--- src/hdl/vf_pkg.sv ---
package vf_pkg;
  localparam logic [7:0] OFS_PRIMARY_FREQ = 8'h00;
  localparam logic [7:0] OFS_SECOND_FREQ = 8'h04;
  localparam logic [7:0] OFS_THIRD_FREQ = 8'h08;
  localparam logic [7:0] OFS_BASE_VOLT = 8'h0c;
  localparam logic [7:0] OFS_LOAD_PATTERN = 8'h10;
  localparam logic [7:0] OFS_TORQUE_BOOST = 8'h14;
  localparam logic [7:0] OFS_ACCEL_CURVE = 8'h18;
  localparam logic [7:0] OFS_APPLIED_MOTOR = 8'h1c;
  localparam logic [7:0] OFS_CTRL_MODE = 8'h20;
  localparam logic [7:0] OFS_MOTOR_CAP = 8'h24;
  localparam logic [7:0] OFS_MOTOR_POLES = 8'h28;
  localparam logic [7:0] OFS_RATED_VOLT = 8'h2c;
  localparam logic [7:0] OFS_RATED_FREQ = 8'h30;
  localparam logic [7:0] OFS_STAT_FREQ = 8'h40;
  localparam logic [7:0] OFS_STAT_VOLT = 8'h44;
  localparam logic [7:0] OFS_STAT_OUT = 8'h48;
  localparam logic [7:0] OFS_STAT_FLAGS = 8'h4c;
  localparam logic [15:0] CODE_95PCT = 16'h22b8;
  localparam logic [15:0] CODE_OFF = 16'h270f;
  localparam logic [15:0] RST_PRIMARY_FREQ = 16'h0258;
  localparam logic [15:0] RST_TORQUE_BOOST = 16'h0014;
  localparam logic [15:0] RST_RATED_VOLT = 16'h00c8;
  localparam logic [15:0] RST_RATED_FREQ = 16'h0258;
  localparam logic [2:0] PAT_LINEAR = 3'h0;
  localparam logic [2:0] PAT_SQUARE = 3'h1;
  localparam logic [2:0] PAT_LIFT_FWD = 3'h2;
  localparam logic [2:0] PAT_LIFT_REV = 3'h3;
  localparam logic [2:0] PAT_SW_FWD = 3'h4;
  localparam logic [2:0] PAT_SW_REV = 3'h5;
  localparam logic [1:0] MODE_VF = 2'h0;
  localparam logic [1:0] ACCEL_S_CURVE_A = 2'h1;
  localparam logic [3:0] MOTOR_FIVE_POINT = 4'h2;
  localparam int unsigned FRAC = 15;
  localparam logic [15:0] UNITY = 16'h8000;
  localparam logic [31:0] PCT_95 = 32'h0000005f;
  localparam logic [15:0] PCT_DEN = 16'h0064;
  localparam logic [15:0] BOOST_DEN = 16'h03e8;
  localparam logic [5:0] DIV_STEPS = 6'h20;
  typedef enum logic [4:0] {
    S_VB = 5'b00001,
    S_RATIO = 5'b00010,
    S_SHAPE = 5'b00100,
    S_BOOST = 5'b01000,
    S_OUT = 5'b10000
  } state_t;
endpackage

--- src/hdl/vf_links.sv ---
`timescale 1ns/100ps
`default_nettype none
interface div_if;
  logic start;
  logic [31:0] numer;
  logic [15:0] denom;
  logic done;
  logic [31:0] quot;
  modport req (output start, output numer, output denom, input done, input quot);
  modport unit (input start, input numer, input denom, output done, output quot);
endinterface

interface sel_if;
  logic [15:0] primary_freq;
  logic [15:0] second_freq;
  logic [15:0] third_freq;
  logic second_sel;
  logic third_sel;
  logic five_point;
  logic [2:0] pattern;
  logic switch_on;
  logic reverse;
  logic [15:0] act_freq;
  logic boost_en;
  logic square;
  modport req (output primary_freq, output second_freq, output third_freq, output second_sel,
    output third_sel, output five_point, output pattern, output switch_on, output reverse,
    input act_freq, input boost_en, input square);
  modport unit (input primary_freq, input second_freq, input third_freq, input second_sel,
    input third_sel, input five_point, input pattern, input switch_on, input reverse,
    output act_freq, output boost_en, output square);
endinterface
`default_nettype wire

--- src/hdl/seq_divider.sv ---
`timescale 1ns/100ps
`default_nettype none
module seq_divider
  import vf_pkg::*;
(
  input wire logic pclk,
  input wire logic presetn,
  div_if.unit d
);
  logic [31:0] rem_q;
  logic [31:0] quot_q;
  logic [31:0] num_q;
  logic [5:0] cnt_q;
  logic busy_q;
  logic done_q;
  logic [32:0] trial;

  // Restoring division, one quotient bit per clock
  assign trial = {rem_q, num_q[31]} - {17'h00000, d.denom};
  assign d.done = done_q;
  assign d.quot = quot_q;

  always_ff @(posedge pclk or negedge presetn) begin
    if (!presetn) begin
      rem_q <= 32'h00000000;
      quot_q <= 32'h00000000;
      num_q <= 32'h00000000;
      cnt_q <= 6'h00;
      busy_q <= 1'b0;
      done_q <= 1'b0;
    end else begin
      done_q <= 1'b0;
      if (d.start && !busy_q) begin
        rem_q <= 32'h00000000;
        num_q <= d.numer;
        cnt_q <= DIV_STEPS;
        busy_q <= 1'b1;
      end else if (busy_q) begin
        num_q <= {num_q[30:0], 1'b0};
        if (!trial[32]) begin
          rem_q <= trial[31:0];
        end else begin
          rem_q <= {rem_q[30:0], num_q[31]};
        end
        quot_q <= {quot_q[30:0], ~trial[32]};
        cnt_q <= cnt_q - 6'h01;
        if (cnt_q == 6'h01) begin
          busy_q <= 1'b0;
          done_q <= 1'b1;
        end
      end
    end
  end
endmodule
`default_nettype wire

--- src/hdl/vf_select.sv ---
`timescale 1ns/100ps
`default_nettype none
module vf_select
  import vf_pkg::*;
(
  sel_if.unit s
);
  logic use_second;
  logic use_third;
  logic [2:0] eff_pat;

  // Five-point motor and the disable code shut out the alternate sets
  assign use_second = s.second_sel && !s.five_point && (s.second_freq != CODE_OFF);
  assign use_third = s.third_sel && !s.five_point && (s.third_freq != CODE_OFF);
  assign s.act_freq = use_third ? s.third_freq : (use_second ? s.second_freq : s.primary_freq);

  always_comb begin
    eff_pat = s.pattern;
    if (s.pattern == PAT_SW_FWD) begin
      eff_pat = s.switch_on ? PAT_LINEAR : PAT_LIFT_FWD;
    end else if (s.pattern == PAT_SW_REV) begin
      eff_pat = s.switch_on ? PAT_LINEAR : PAT_LIFT_REV;
    end
  end

  assign s.square = (eff_pat == PAT_SQUARE);
  assign s.boost_en = (eff_pat == PAT_LIFT_FWD) ? !s.reverse :
                      (eff_pat == PAT_LIFT_REV) ? s.reverse : 1'b1;
endmodule
`default_nettype wire

--- src/hdl/vf_pattern_selector.sv ---
`timescale 1ns/100ps
`default_nettype none
module vf_pattern_selector (
  input wire logic pclk,
  input wire logic presetn,
  input wire logic psel,
  input wire logic penable,
  input wire logic pwrite,
  input wire logic [7:0] paddr,
  input wire logic [31:0] pwdata,
  output logic [31:0] prdata,
  output logic pready,
  output logic pslverr,
  input wire logic second_set_select,
  input wire logic third_set_select,
  input wire logic load_pattern_switch_input,
  input wire logic switch_input_assigned,
  input wire logic reverse_rotation,
  input wire logic [15:0] output_freq,
  input wire logic [15:0] supply_voltage,
  output logic [15:0] output_voltage,
  output logic [15:0] active_base_freq,
  output logic [15:0] s_curve_knee_freq,
  output logic vector_active,
  output logic update_pulse
);
  import vf_pkg::*;

  logic [15:0] primary_base_freq_q;
  logic [15:0] second_base_freq_q;
  logic [15:0] third_base_freq_q;
  logic [15:0] base_voltage_setting_q;
  logic [2:0] load_pattern_select_q;
  logic [15:0] torque_boost_setting_q;
  logic [1:0] accel_curve_select_q;
  logic [3:0] applied_motor_select_q;
  logic [1:0] ctrl_mode_q;
  logic [15:0] motor_capacity_setting_q;
  logic [15:0] motor_pole_count_q;
  logic [15:0] motor_rated_voltage_q;
  logic [15:0] motor_rated_frequency_q;
  logic [31:0] prdata_q;
  logic pready_q;
  logic pslverr_q;
  logic [31:0] rd_d;
  logic err_d;
  logic wr_ok_d;
  logic wr_fire;
  state_t state_q;
  logic [15:0] fb_q;
  logic [15:0] vb_q;
  logic [15:0] f_q;
  logic [15:0] ratio_q;
  logic [15:0] lin_v_q;
  logic boost_q;
  logic square_q;
  logic vec_q;
  logic div_pend_q;
  logic [15:0] out_v_q;
  logic [15:0] fb_out_q;
  logic [15:0] knee_q;
  logic vec_out_q;
  logic upd_q;
  logic vec_mode;
  logic [15:0] vb_raw;
  logic [31:0] prod_sq;
  logic [31:0] prod_v;
  logic [31:0] prod_taper;
  logic [16:0] sum_v;
  div_if dv();
  sel_if sl();

  seq_divider u_div (
    .pclk(pclk),
    .presetn(presetn),
    .d(dv)
  );

  vf_select u_sel (
    .s(sl)
  );

  // Register addresses decoded once, for reads and writes alike
  function automatic logic addr_known(input logic [7:0] a);
    addr_known = (a <= OFS_RATED_FREQ && a[1:0] == 2'b00) ||
                 a == OFS_STAT_FREQ || a == OFS_STAT_VOLT ||
                 a == OFS_STAT_OUT || a == OFS_STAT_FLAGS;
  endfunction

  // APB read mux
  always_comb begin
    rd_d = 32'h00000000;
    if (paddr == OFS_PRIMARY_FREQ) begin
      rd_d = {16'h0000, primary_base_freq_q};
    end else if (paddr == OFS_SECOND_FREQ) begin
      rd_d = {16'h0000, second_base_freq_q};
    end else if (paddr == OFS_THIRD_FREQ) begin
      rd_d = {16'h0000, third_base_freq_q};
    end else if (paddr == OFS_BASE_VOLT) begin
      rd_d = {16'h0000, base_voltage_setting_q};
    end else if (paddr == OFS_LOAD_PATTERN) begin
      rd_d = {29'h00000000, load_pattern_select_q};
    end else if (paddr == OFS_TORQUE_BOOST) begin
      rd_d = {16'h0000, torque_boost_setting_q};
    end else if (paddr == OFS_ACCEL_CURVE) begin
      rd_d = {30'h00000000, accel_curve_select_q};
    end else if (paddr == OFS_APPLIED_MOTOR) begin
      rd_d = {28'h0000000, applied_motor_select_q};
    end else if (paddr == OFS_CTRL_MODE) begin
      rd_d = {30'h00000000, ctrl_mode_q};
    end else if (paddr == OFS_MOTOR_CAP) begin
      rd_d = {16'h0000, motor_capacity_setting_q};
    end else if (paddr == OFS_MOTOR_POLES) begin
      rd_d = {16'h0000, motor_pole_count_q};
    end else if (paddr == OFS_RATED_VOLT) begin
      rd_d = {16'h0000, motor_rated_voltage_q};
    end else if (paddr == OFS_RATED_FREQ) begin
      rd_d = {16'h0000, motor_rated_frequency_q};
    end else if (paddr == OFS_STAT_FREQ) begin
      rd_d = {s_curve_knee_freq, fb_out_q};
    end else if (paddr == OFS_STAT_VOLT) begin
      rd_d = {16'h0000, vb_q};
    end else if (paddr == OFS_STAT_OUT) begin
      rd_d = {16'h0000, out_v_q};
    end else if (paddr == OFS_STAT_FLAGS) begin
      rd_d = {29'h00000000, square_q, boost_q, vec_out_q};
    end
  end

  // Unmapped address, or a voltage code that the five-point curve cannot take
  always_comb begin
    err_d = !addr_known(paddr);
    if (pwrite && paddr == OFS_BASE_VOLT && applied_motor_select_q == MOTOR_FIVE_POINT &&
        (pwdata[15:0] == CODE_95PCT || pwdata[15:0] == CODE_OFF)) begin
      err_d = 1'b1;
    end
  end

  assign wr_ok_d = !err_d;
  assign wr_fire = psel && penable && pready_q && pwrite && !pslverr_q;

  // Zero-wait answer: pready is raised from the setup cycle
  always_ff @(posedge pclk or negedge presetn) begin
    if (!presetn) begin
      prdata_q <= 32'h00000000;
      pready_q <= 1'b0;
      pslverr_q <= 1'b0;
    end else begin
      pready_q <= psel && !penable;
      pslverr_q <= psel && !penable && !wr_ok_d;
      if (psel && !penable && !pwrite) begin
        prdata_q <= err_d ? 32'h00000000 : rd_d;
      end
    end
  end

  always_ff @(posedge pclk or negedge presetn) begin
    if (!presetn) begin
      primary_base_freq_q <= RST_PRIMARY_FREQ;
      second_base_freq_q <= CODE_OFF;
      third_base_freq_q <= CODE_OFF;
      base_voltage_setting_q <= CODE_OFF;
      load_pattern_select_q <= PAT_LINEAR;
      torque_boost_setting_q <= RST_TORQUE_BOOST;
      accel_curve_select_q <= 2'h0;
      applied_motor_select_q <= 4'h0;
      ctrl_mode_q <= MODE_VF;
      motor_capacity_setting_q <= CODE_OFF;
      motor_pole_count_q <= CODE_OFF;
      motor_rated_voltage_q <= RST_RATED_VOLT;
      motor_rated_frequency_q <= RST_RATED_FREQ;
    end else if (wr_fire) begin
      if (paddr == OFS_PRIMARY_FREQ) begin
        primary_base_freq_q <= pwdata[15:0];
      end else if (paddr == OFS_SECOND_FREQ) begin
        second_base_freq_q <= pwdata[15:0];
      end else if (paddr == OFS_THIRD_FREQ) begin
        third_base_freq_q <= pwdata[15:0];
      end else if (paddr == OFS_BASE_VOLT) begin
        base_voltage_setting_q <= pwdata[15:0];
      end else if (paddr == OFS_LOAD_PATTERN) begin
        load_pattern_select_q <= pwdata[2:0];
      end else if (paddr == OFS_TORQUE_BOOST) begin
        torque_boost_setting_q <= pwdata[15:0];
      end else if (paddr == OFS_ACCEL_CURVE) begin
        accel_curve_select_q <= pwdata[1:0];
      end else if (paddr == OFS_APPLIED_MOTOR) begin
        applied_motor_select_q <= pwdata[3:0];
      end else if (paddr == OFS_CTRL_MODE) begin
        ctrl_mode_q <= pwdata[1:0];
      end else if (paddr == OFS_MOTOR_CAP) begin
        motor_capacity_setting_q <= pwdata[15:0];
      end else if (paddr == OFS_MOTOR_POLES) begin
        motor_pole_count_q <= pwdata[15:0];
      end else if (paddr == OFS_RATED_VOLT) begin
        motor_rated_voltage_q <= pwdata[15:0];
      end else if (paddr == OFS_RATED_FREQ) begin
        motor_rated_frequency_q <= pwdata[15:0];
      end
    end
  end

  // Vector control only while motor constants are real values
  assign vec_mode = (ctrl_mode_q != MODE_VF) &&
                    (motor_capacity_setting_q != CODE_OFF) &&
                    (motor_pole_count_q != CODE_OFF);

  assign sl.primary_freq = primary_base_freq_q;
  assign sl.second_freq = second_base_freq_q;
  assign sl.third_freq = third_base_freq_q;
  assign sl.second_sel = second_set_select;
  assign sl.third_sel = third_set_select;
  assign sl.five_point = (applied_motor_select_q == MOTOR_FIVE_POINT);
  assign sl.pattern = load_pattern_select_q;
  // Dedicated switch input overrides the second-set select when assigned
  assign sl.switch_on = switch_input_assigned ? load_pattern_switch_input : second_set_select;
  assign sl.reverse = reverse_rotation;

  assign vb_raw = vec_mode ? motor_rated_voltage_q : base_voltage_setting_q;

  assign prod_sq = ratio_q * ratio_q;
  assign prod_v = vb_q * (square_q ? prod_sq[30:15] : ratio_q);
  assign prod_taper = dv.quot[15:0] * (UNITY - ratio_q);
  assign sum_v = {1'b0, lin_v_q} + {1'b0, prod_taper[30:15]};

  // Divider requests per state; start pulses for one cycle, then stays low until the divider answers
  always_comb begin
    dv.start = 1'b0;
    dv.numer = 32'h00000000;
    dv.denom = 16'h0001;
    case (state_q)
      S_VB: begin
        dv.start = !div_pend_q;
        dv.numer = supply_voltage * PCT_95;
        dv.denom = PCT_DEN;
      end
      S_RATIO: begin
        dv.start = !div_pend_q;
        dv.numer = {1'b0, f_q, 15'h0000};
        dv.denom = fb_q;
      end
      S_BOOST: begin
        dv.start = !div_pend_q;
        dv.numer = vb_q * torque_boost_setting_q;
        dv.denom = BOOST_DEN;
      end
      default: begin
        dv.start = 1'b0;
      end
    endcase
  end

  // Pattern pipeline: base voltage, frequency ratio, shape, boost, output
  always_ff @(posedge pclk or negedge presetn) begin
    if (!presetn) begin
      state_q <= S_VB;
      div_pend_q <= 1'b0;
      fb_q <= 16'h0000;
      vb_q <= 16'h0000;
      f_q <= 16'h0000;
      ratio_q <= 16'h0000;
      lin_v_q <= 16'h0000;
      boost_q <= 1'b0;
      square_q <= 1'b0;
      vec_q <= 1'b0;
    end else begin
      if (dv.start) begin
        div_pend_q <= 1'b1;
      end else if (dv.done) begin
        div_pend_q <= 1'b0;
      end
      case (state_q)
        S_VB: begin
          if (dv.done) begin
            vec_q <= vec_mode;
            f_q <= output_freq;
            fb_q <= vec_mode ? motor_rated_frequency_q : sl.act_freq;
            boost_q <= sl.boost_en && !vec_mode;
            square_q <= sl.square && !vec_mode;
            if (vb_raw == CODE_95PCT && !vec_mode) begin
              vb_q <= dv.quot[15:0];
            end else if (vb_raw == CODE_OFF && !vec_mode) begin
              vb_q <= supply_voltage;
            end else if (vb_raw < supply_voltage) begin
              vb_q <= vb_raw;
            end else begin
              vb_q <= supply_voltage;
            end
            state_q <= S_RATIO;
          end
        end
        S_RATIO: begin
          if (dv.done) begin
            // Knee reached or no knee: full base voltage
            if (fb_q == 16'h0000 || f_q >= fb_q) begin
              ratio_q <= UNITY;
            end else begin
              ratio_q <= dv.quot[15:0];
            end
            state_q <= S_SHAPE;
          end
        end
        S_SHAPE: begin
          lin_v_q <= prod_v[30:15];
          state_q <= S_BOOST;
        end
        S_BOOST: begin
          if (dv.done) begin
            state_q <= S_OUT;
          end
        end
        S_OUT: begin
          state_q <= S_VB;
        end
        default: begin
          state_q <= S_VB;
        end
      endcase
    end
  end

  // Results stand until the next pass completes
  always_ff @(posedge pclk or negedge presetn) begin
    if (!presetn) begin
      out_v_q <= 16'h0000;
      fb_out_q <= 16'h0000;
      knee_q <= 16'h0000;
      vec_out_q <= 1'b0;
      upd_q <= 1'b0;
    end else begin
      upd_q <= 1'b0;
      if (state_q == S_BOOST && dv.done) begin
        upd_q <= 1'b1;
        fb_out_q <= fb_q;
        vec_out_q <= vec_q;
        knee_q <= (accel_curve_select_q == ACCEL_S_CURVE_A) ? sl.act_freq : fb_q;
        if (!boost_q) begin
          out_v_q <= (lin_v_q > vb_q) ? vb_q : lin_v_q;
        end else if (sum_v > {1'b0, vb_q}) begin
          out_v_q <= vb_q;
        end else begin
          out_v_q <= sum_v[15:0];
        end
      end
    end
  end

  assign prdata = prdata_q;
  assign pready = pready_q;
  assign pslverr = pslverr_q;
  assign output_voltage = out_v_q;
  assign active_base_freq = fb_out_q;
  assign s_curve_knee_freq = knee_q;
  assign vector_active = vec_out_q;
  assign update_pulse = upd_q;
endmodule
`default_nettype wire

--- config.mk ---
export PLATFORM = sky130hd
export DESIGN_NAME = vf_pattern_selector
export DESIGN_NICKNAME = d
export VERILOG_FILES = /design/src/hdl/vf_pkg.sv /design/src/hdl/vf_links.sv /design/src/hdl/seq_divider.sv /design/src/hdl/vf_select.sv /design/src/hdl/vf_pattern_selector.sv
export SDC_FILE = /design/constraint.sdc
export NUM_CORES = 2
export LEC_CHECK = 0
export ABC_AREA = 1
export ABC_CLOCK_PERIOD_IN_PS = 15310
export BUFFER_PORTS_ARGS = -buffer_cell sky130_fd_sc_hd__buf_2
export CORE_MARGIN = 2
export CORE_UTILIZATION = 60
export CTS_CLUSTER_DIAMETER = 60
export CTS_CLUSTER_SIZE = 12
export DETAILED_ROUTE_END_ITERATION = 6
export HOLD_SLACK_MARGIN = 0.05
export MAX_ROUTING_LAYER = met4
export PLACE_DENSITY = 0.81
export SYNTH_ARGS = -nofsm -noshare
export SYNTH_HDL_FRONTEND = slang
export SYNTH_HIERARCHICAL = 1
export SYNTH_SLANG_ARGS = --single-unit
--- constraint.sdc ---
create_clock -name pclk -period 15.31 [get_ports pclk]
set_input_delay 2.2965 -clock pclk [delete_from_list [all_inputs] [get_ports pclk]]
set_output_delay 2.2965 -clock pclk [all_outputs]
set_load 0.01 [all_outputs]
; ---- After elaboration in Yosys (flattened, before gate mapping)
; Cells that the tools add are included.
[totals]
regBits = 416
in_bits = 82
output_inout_bits = 84
word_cells = 228
[op_classes]
addsub = 4
n_mul = 5
order_cmp = 5
n_eq_ne = 39
mux = 62
bitwise_logic = 14
reduce_logical = 62
[ops]
columns = op, count
row1 = $mux 32, 20
row2 = $mux 16, 15
row3 = $pmux 32 s3, 1
row4 = $eq 16x14->1 const B, 4
row5 = $ne 16x14->1 const B, 4
row6 = $mul 16x16->31, 2
row7 = $pmux 16 s3, 1
row8 = $eq 8x6->1 const B, 5
row9 = $sub 33x16->33, 1
row10 = $eq 8x5->1 const B, 4
row11 = $eq 8x7->1 const B, 4
row12 = $mul 16x16->32, 1
row13 = $mul 17x17->31, 1
row14 = $logic_and 1x1->1, 23
row15 = $mul 16x7->23 const B, 1
row16 = $pmux 5 s4, 1
row17 = $add 16x16->17, 1
row18 = $gt 17x16->1, 1
row19 = $sub 16x16->17 const A, 1
row20 = $eq 8x4->1 const B, 2
row21 = $ge 16x16->1, 1
row22 = $gt 16x16->1, 1
row23 = $logic_not 16->1, 1
row24 = $lt 16x16->1, 1
row25 = other kinds (39), 94

; ---- Longest topological paths before layout
[depth]
ltp_word = 19
mapped_depth = 62

; ---- Hierarchy
; The synthesis kept the hierarchy.
[modules_own_cells]
columns = module, n_inst, cells_per_inst, area_per_inst_um2, seq_area_each_um2
row1 = vf_pattern_selector, 1, 6939, 53745.3, 8275.4
row2 = seq_divider, 1, 884, 6271.0, 2602.5
row3 = vf_select, 1, 161, 947.2, 0.0

; ---- Worst setup path after synthesis
; No wires, ideal clock.
[synth_timing]
path_kind = register to register
startpoint = register ratio_q[9]
endpoint = register lin_v_q[6]
t_arrival_ps = 10775
path_slack_ps = 4402
path_stages_with_launch = 47
n_path_buf = 3
synth_period_minus_slack_ps = 10908
path_cell_list = dfrtp_1 clkbuf_1 clkbuf_1 nand2_1 fa_1 fa_1 inv_1 fa_1 inv_1 fa_1 inv_1 fa_1 inv_1 fa_1 inv_1 ha_1 a21oi_2 nand2_2 [... 11 more ...] inv_1 fa_1 fa_1 inv_1 fa_1 fa_1 inv_1 fa_1 inv_1 ha_1 a21oi_1 o21ai_0 o21bai_1 a221oi_1 nand2_1 or2_2 nand3_1 o21ai_0
[synth_via]
elab_chain_len = 3
[synth_lines]
columns = item, line_no
row1 = start: declaration, vf_pattern_selector.sv:53  ; logic [15:0] ratio_q;
row2 = start signal: assignment, vf_pattern_selector.sv:298  ; ratio_q <= dv.quot[15:0];
row3 = $mul 16x16->31, vf_pattern_selector.sv:221  ; assign prod_sq = ratio_q * ratio_q;
row4 = $mux 16 *, vf_pattern_selector.sv:222  ; assign prod_v = vb_q * (square_q ? prod_sq[30:15] : ratio_q);
row5 = $mul 16x16->31 *, vf_pattern_selector.sv:222
row6 = end signal: assignment, vf_pattern_selector.sv:304  ; lin_v_q <= prod_v[30:15];
row7 = end: declaration, vf_pattern_selector.sv:54  ; logic [15:0] lin_v_q;
; Every way passes the cells marked *; elsewhere a longest branch is shown, timed or not.
; A chain may end at the register's enable or synchronous reset.

; ---- Worst setup path after layout
[layout_timing]
startpoint = register ratio_q[8]
endpoint = register lin_v_q[6]
; The elaborated chain is that of the path after synthesis.

==> impl_metrics.yaml <==
clocking:
  hold_buffers: 0
  clkSinkCount: 416
  clk_pin_slew_worst_paths_ps: 70
  cts_resized: 0
  cts.path.max_buffers: 3
  htree_levels: 2
  clk_latency_ps: 630
  postCtsSetupBuffers: 0
  clockRootBuffer: "clkbuf_16"
  numCtsBuffers: 47
  cts_tree: "yes"
layout:
  area_growth_pct: 5.07
  final_cell_mix: "nand2_1 (1,908), inv_1 (1,702), fa_1 (806), ha_1 (555), o21ai_0 (464)"
  multi_input_area_sq_um: 42100
  seqCellArea_sq_um: 10500
  layout_commonest_cell: "nand2_1"
  drive_gt1_share_pct: 5.96
  final.fill_count: 8638
  finalNonFillerCells: 9206
  nNetsFinal: 9305
  final_util_pct: 63.5
sta:
  period_share_pct: 80.6
  drv_slew: 0
  period_minus_slack_ps: 12340
  layout_setup_ws_ps: 2970
  tightest_slew_ps: 1230
  maxSlewHeadroom_pct: 17.9
  hold_viol: 0
  setup-violations-final: 0
  fmax_mhz: 81.0
  rsz0062_at_grt: "no"
  fin_skew_ps: 28.9
  finalSetupTns_ps: 0
drt:
  drt-met1-wl_microns: 69500
  via_per_inst: 5.81
  first_iter_violations: 5383
  first_pass_iters: 6
  dr_wl_met2_microns: 85600
  highest_layer: "met4"
  wl_met3_microns: 19300
  routedWlPerCell_microns: 20.5
  routed_wirelength_microns: 189000
  num_vias: 53500
  drc: 0
  postRouteAntennaNets: 0
logic_synthesis:
  syn-num-nets: 9371
  yosys_warnings: 6
  synth_area_sq_um: 60400
  avgSynthCellArea_sq_um: 7.62
  synth_cells: 7928
pwr:
  p_leak_nw: 34.8
  ir_worst_vdd_v: 0.000106
  total_power_mw: 3.93
  power-per-cell-area_nw_per_um2: 61.9
job:
  maxCapViolCount: 0
global_routing:
  grt_usage_pct: 38.4
  grt_overflow_total: 0
  antenna_found_initial: 15
  grt_pass1_wl_microns: 298000
  first_global_vias: 54300
  grt_max_degree: 181
floorplanning:
  die_area_sq_um: 103000
  die_w_microns: 321
  core_sq_um: 100000
  dieHeight_microns: 321
  start_util_pct: 60.4
  std_cell_rows: 116
  io_pins: 166
hold_path:
  min_delay_path_depth: 2
  min-delay-path-class: "reg2reg"
place:
  hpwl_microns: 146000
  dp_slack_ps: 3140
  io_buffer_count: 149
  placedCellCount: 9111
  globalplace.congestion: 1.06
worst_setup_path:
  critical-path-top-delay-family: "adder cells"
  crit_cells: 44
  crit_arrival_ps: 12820
  cpMaxStageDelayCell: "dfrtp_1"
  worstRegToRegCells: 44
  crit_type: "reg2reg"
  cp-start-kind: "flop"
  path_max_fanout: 13
  path_buf_inv: 11
  end_kind: "flop"
  path_common_cell: "fa_1"
  cp.required_ps: 15780
  slowest_delay_ps: 740
outcome:
  status: "finished, final reports clean"
-- stage by stage --
stage | instance area [sq um] | hold WS [ps]
after floorplan | 60400 | 451
after global placement | 61900 | 463
after detailed placement | 61900 | 460
after CTS | 63400 | 484
after global routing | 63400 | 503
final | 63500 | 476
-- layout make-up --
class                   instances  area share [%]
flip-flops and latches        416            16.5
well taps                    1298            2.56
repair buffers                207            1.92
clock inverters                15           0.327
multi-input cells            5447            66.3
clock buffers                  63            2.00
diodes                         17          0.0670
inverters                    1743            10.3
-- metal layers --
layer,vias up,GRT usage [%]
li1,24200,-
met1,25700,45.7
met2,2779,60.0
met3,804,8.58
met4,0,22.6
met5,-,-
-- power by group --
part / total, mW / switching, mW / internal (mW) / leakage (nW)
Sequential: 1.33 / 0.163 / 1.17 / 5.30
Clock: 1.13 / 0.505 / 0.623 / 0.714
Combinational: 1.47 / 0.968 / 0.499 / 28.8
-- worst reg2reg max path: cells and delay by family (launching register included) --
kind | cells | cell delay (ps)
compound gates | 8 | 1810
fa+ha+maj | 14 | 6690
simple gates | 11 | 2070
flops | 1 | 740
buf+inv | 11 | 900
-- path summary, 6_finish.rpt --
path                                              from                            to  slack, ps
worst min-delay path             prdata[6]$_DFFE_PN0P_         prdata[6]$_DFFE_PN0P_        480
min in group asynchronous                      presetn   u_div/d.quot[8]$_DFFE_PN0P_       1680
worst max-delay path            ratio_q[8]$_DFFE_PN0P_        lin_v_q[6]$_DFFE_PN0N_       2970
worst max register to register  ratio_q[8]$_DFFE_PN0P_        lin_v_q[6]$_DFFE_PN0N_       2970
worst min register to register   prdata[6]$_DFFE_PN0P_         prdata[6]$_DFFE_PN0P_        480
max in group asynchronous                      presetn  sl.third_freq[5]$_DFFE_PN0P_      11570
Note: power is estimated with default switching activity, not from simulation.
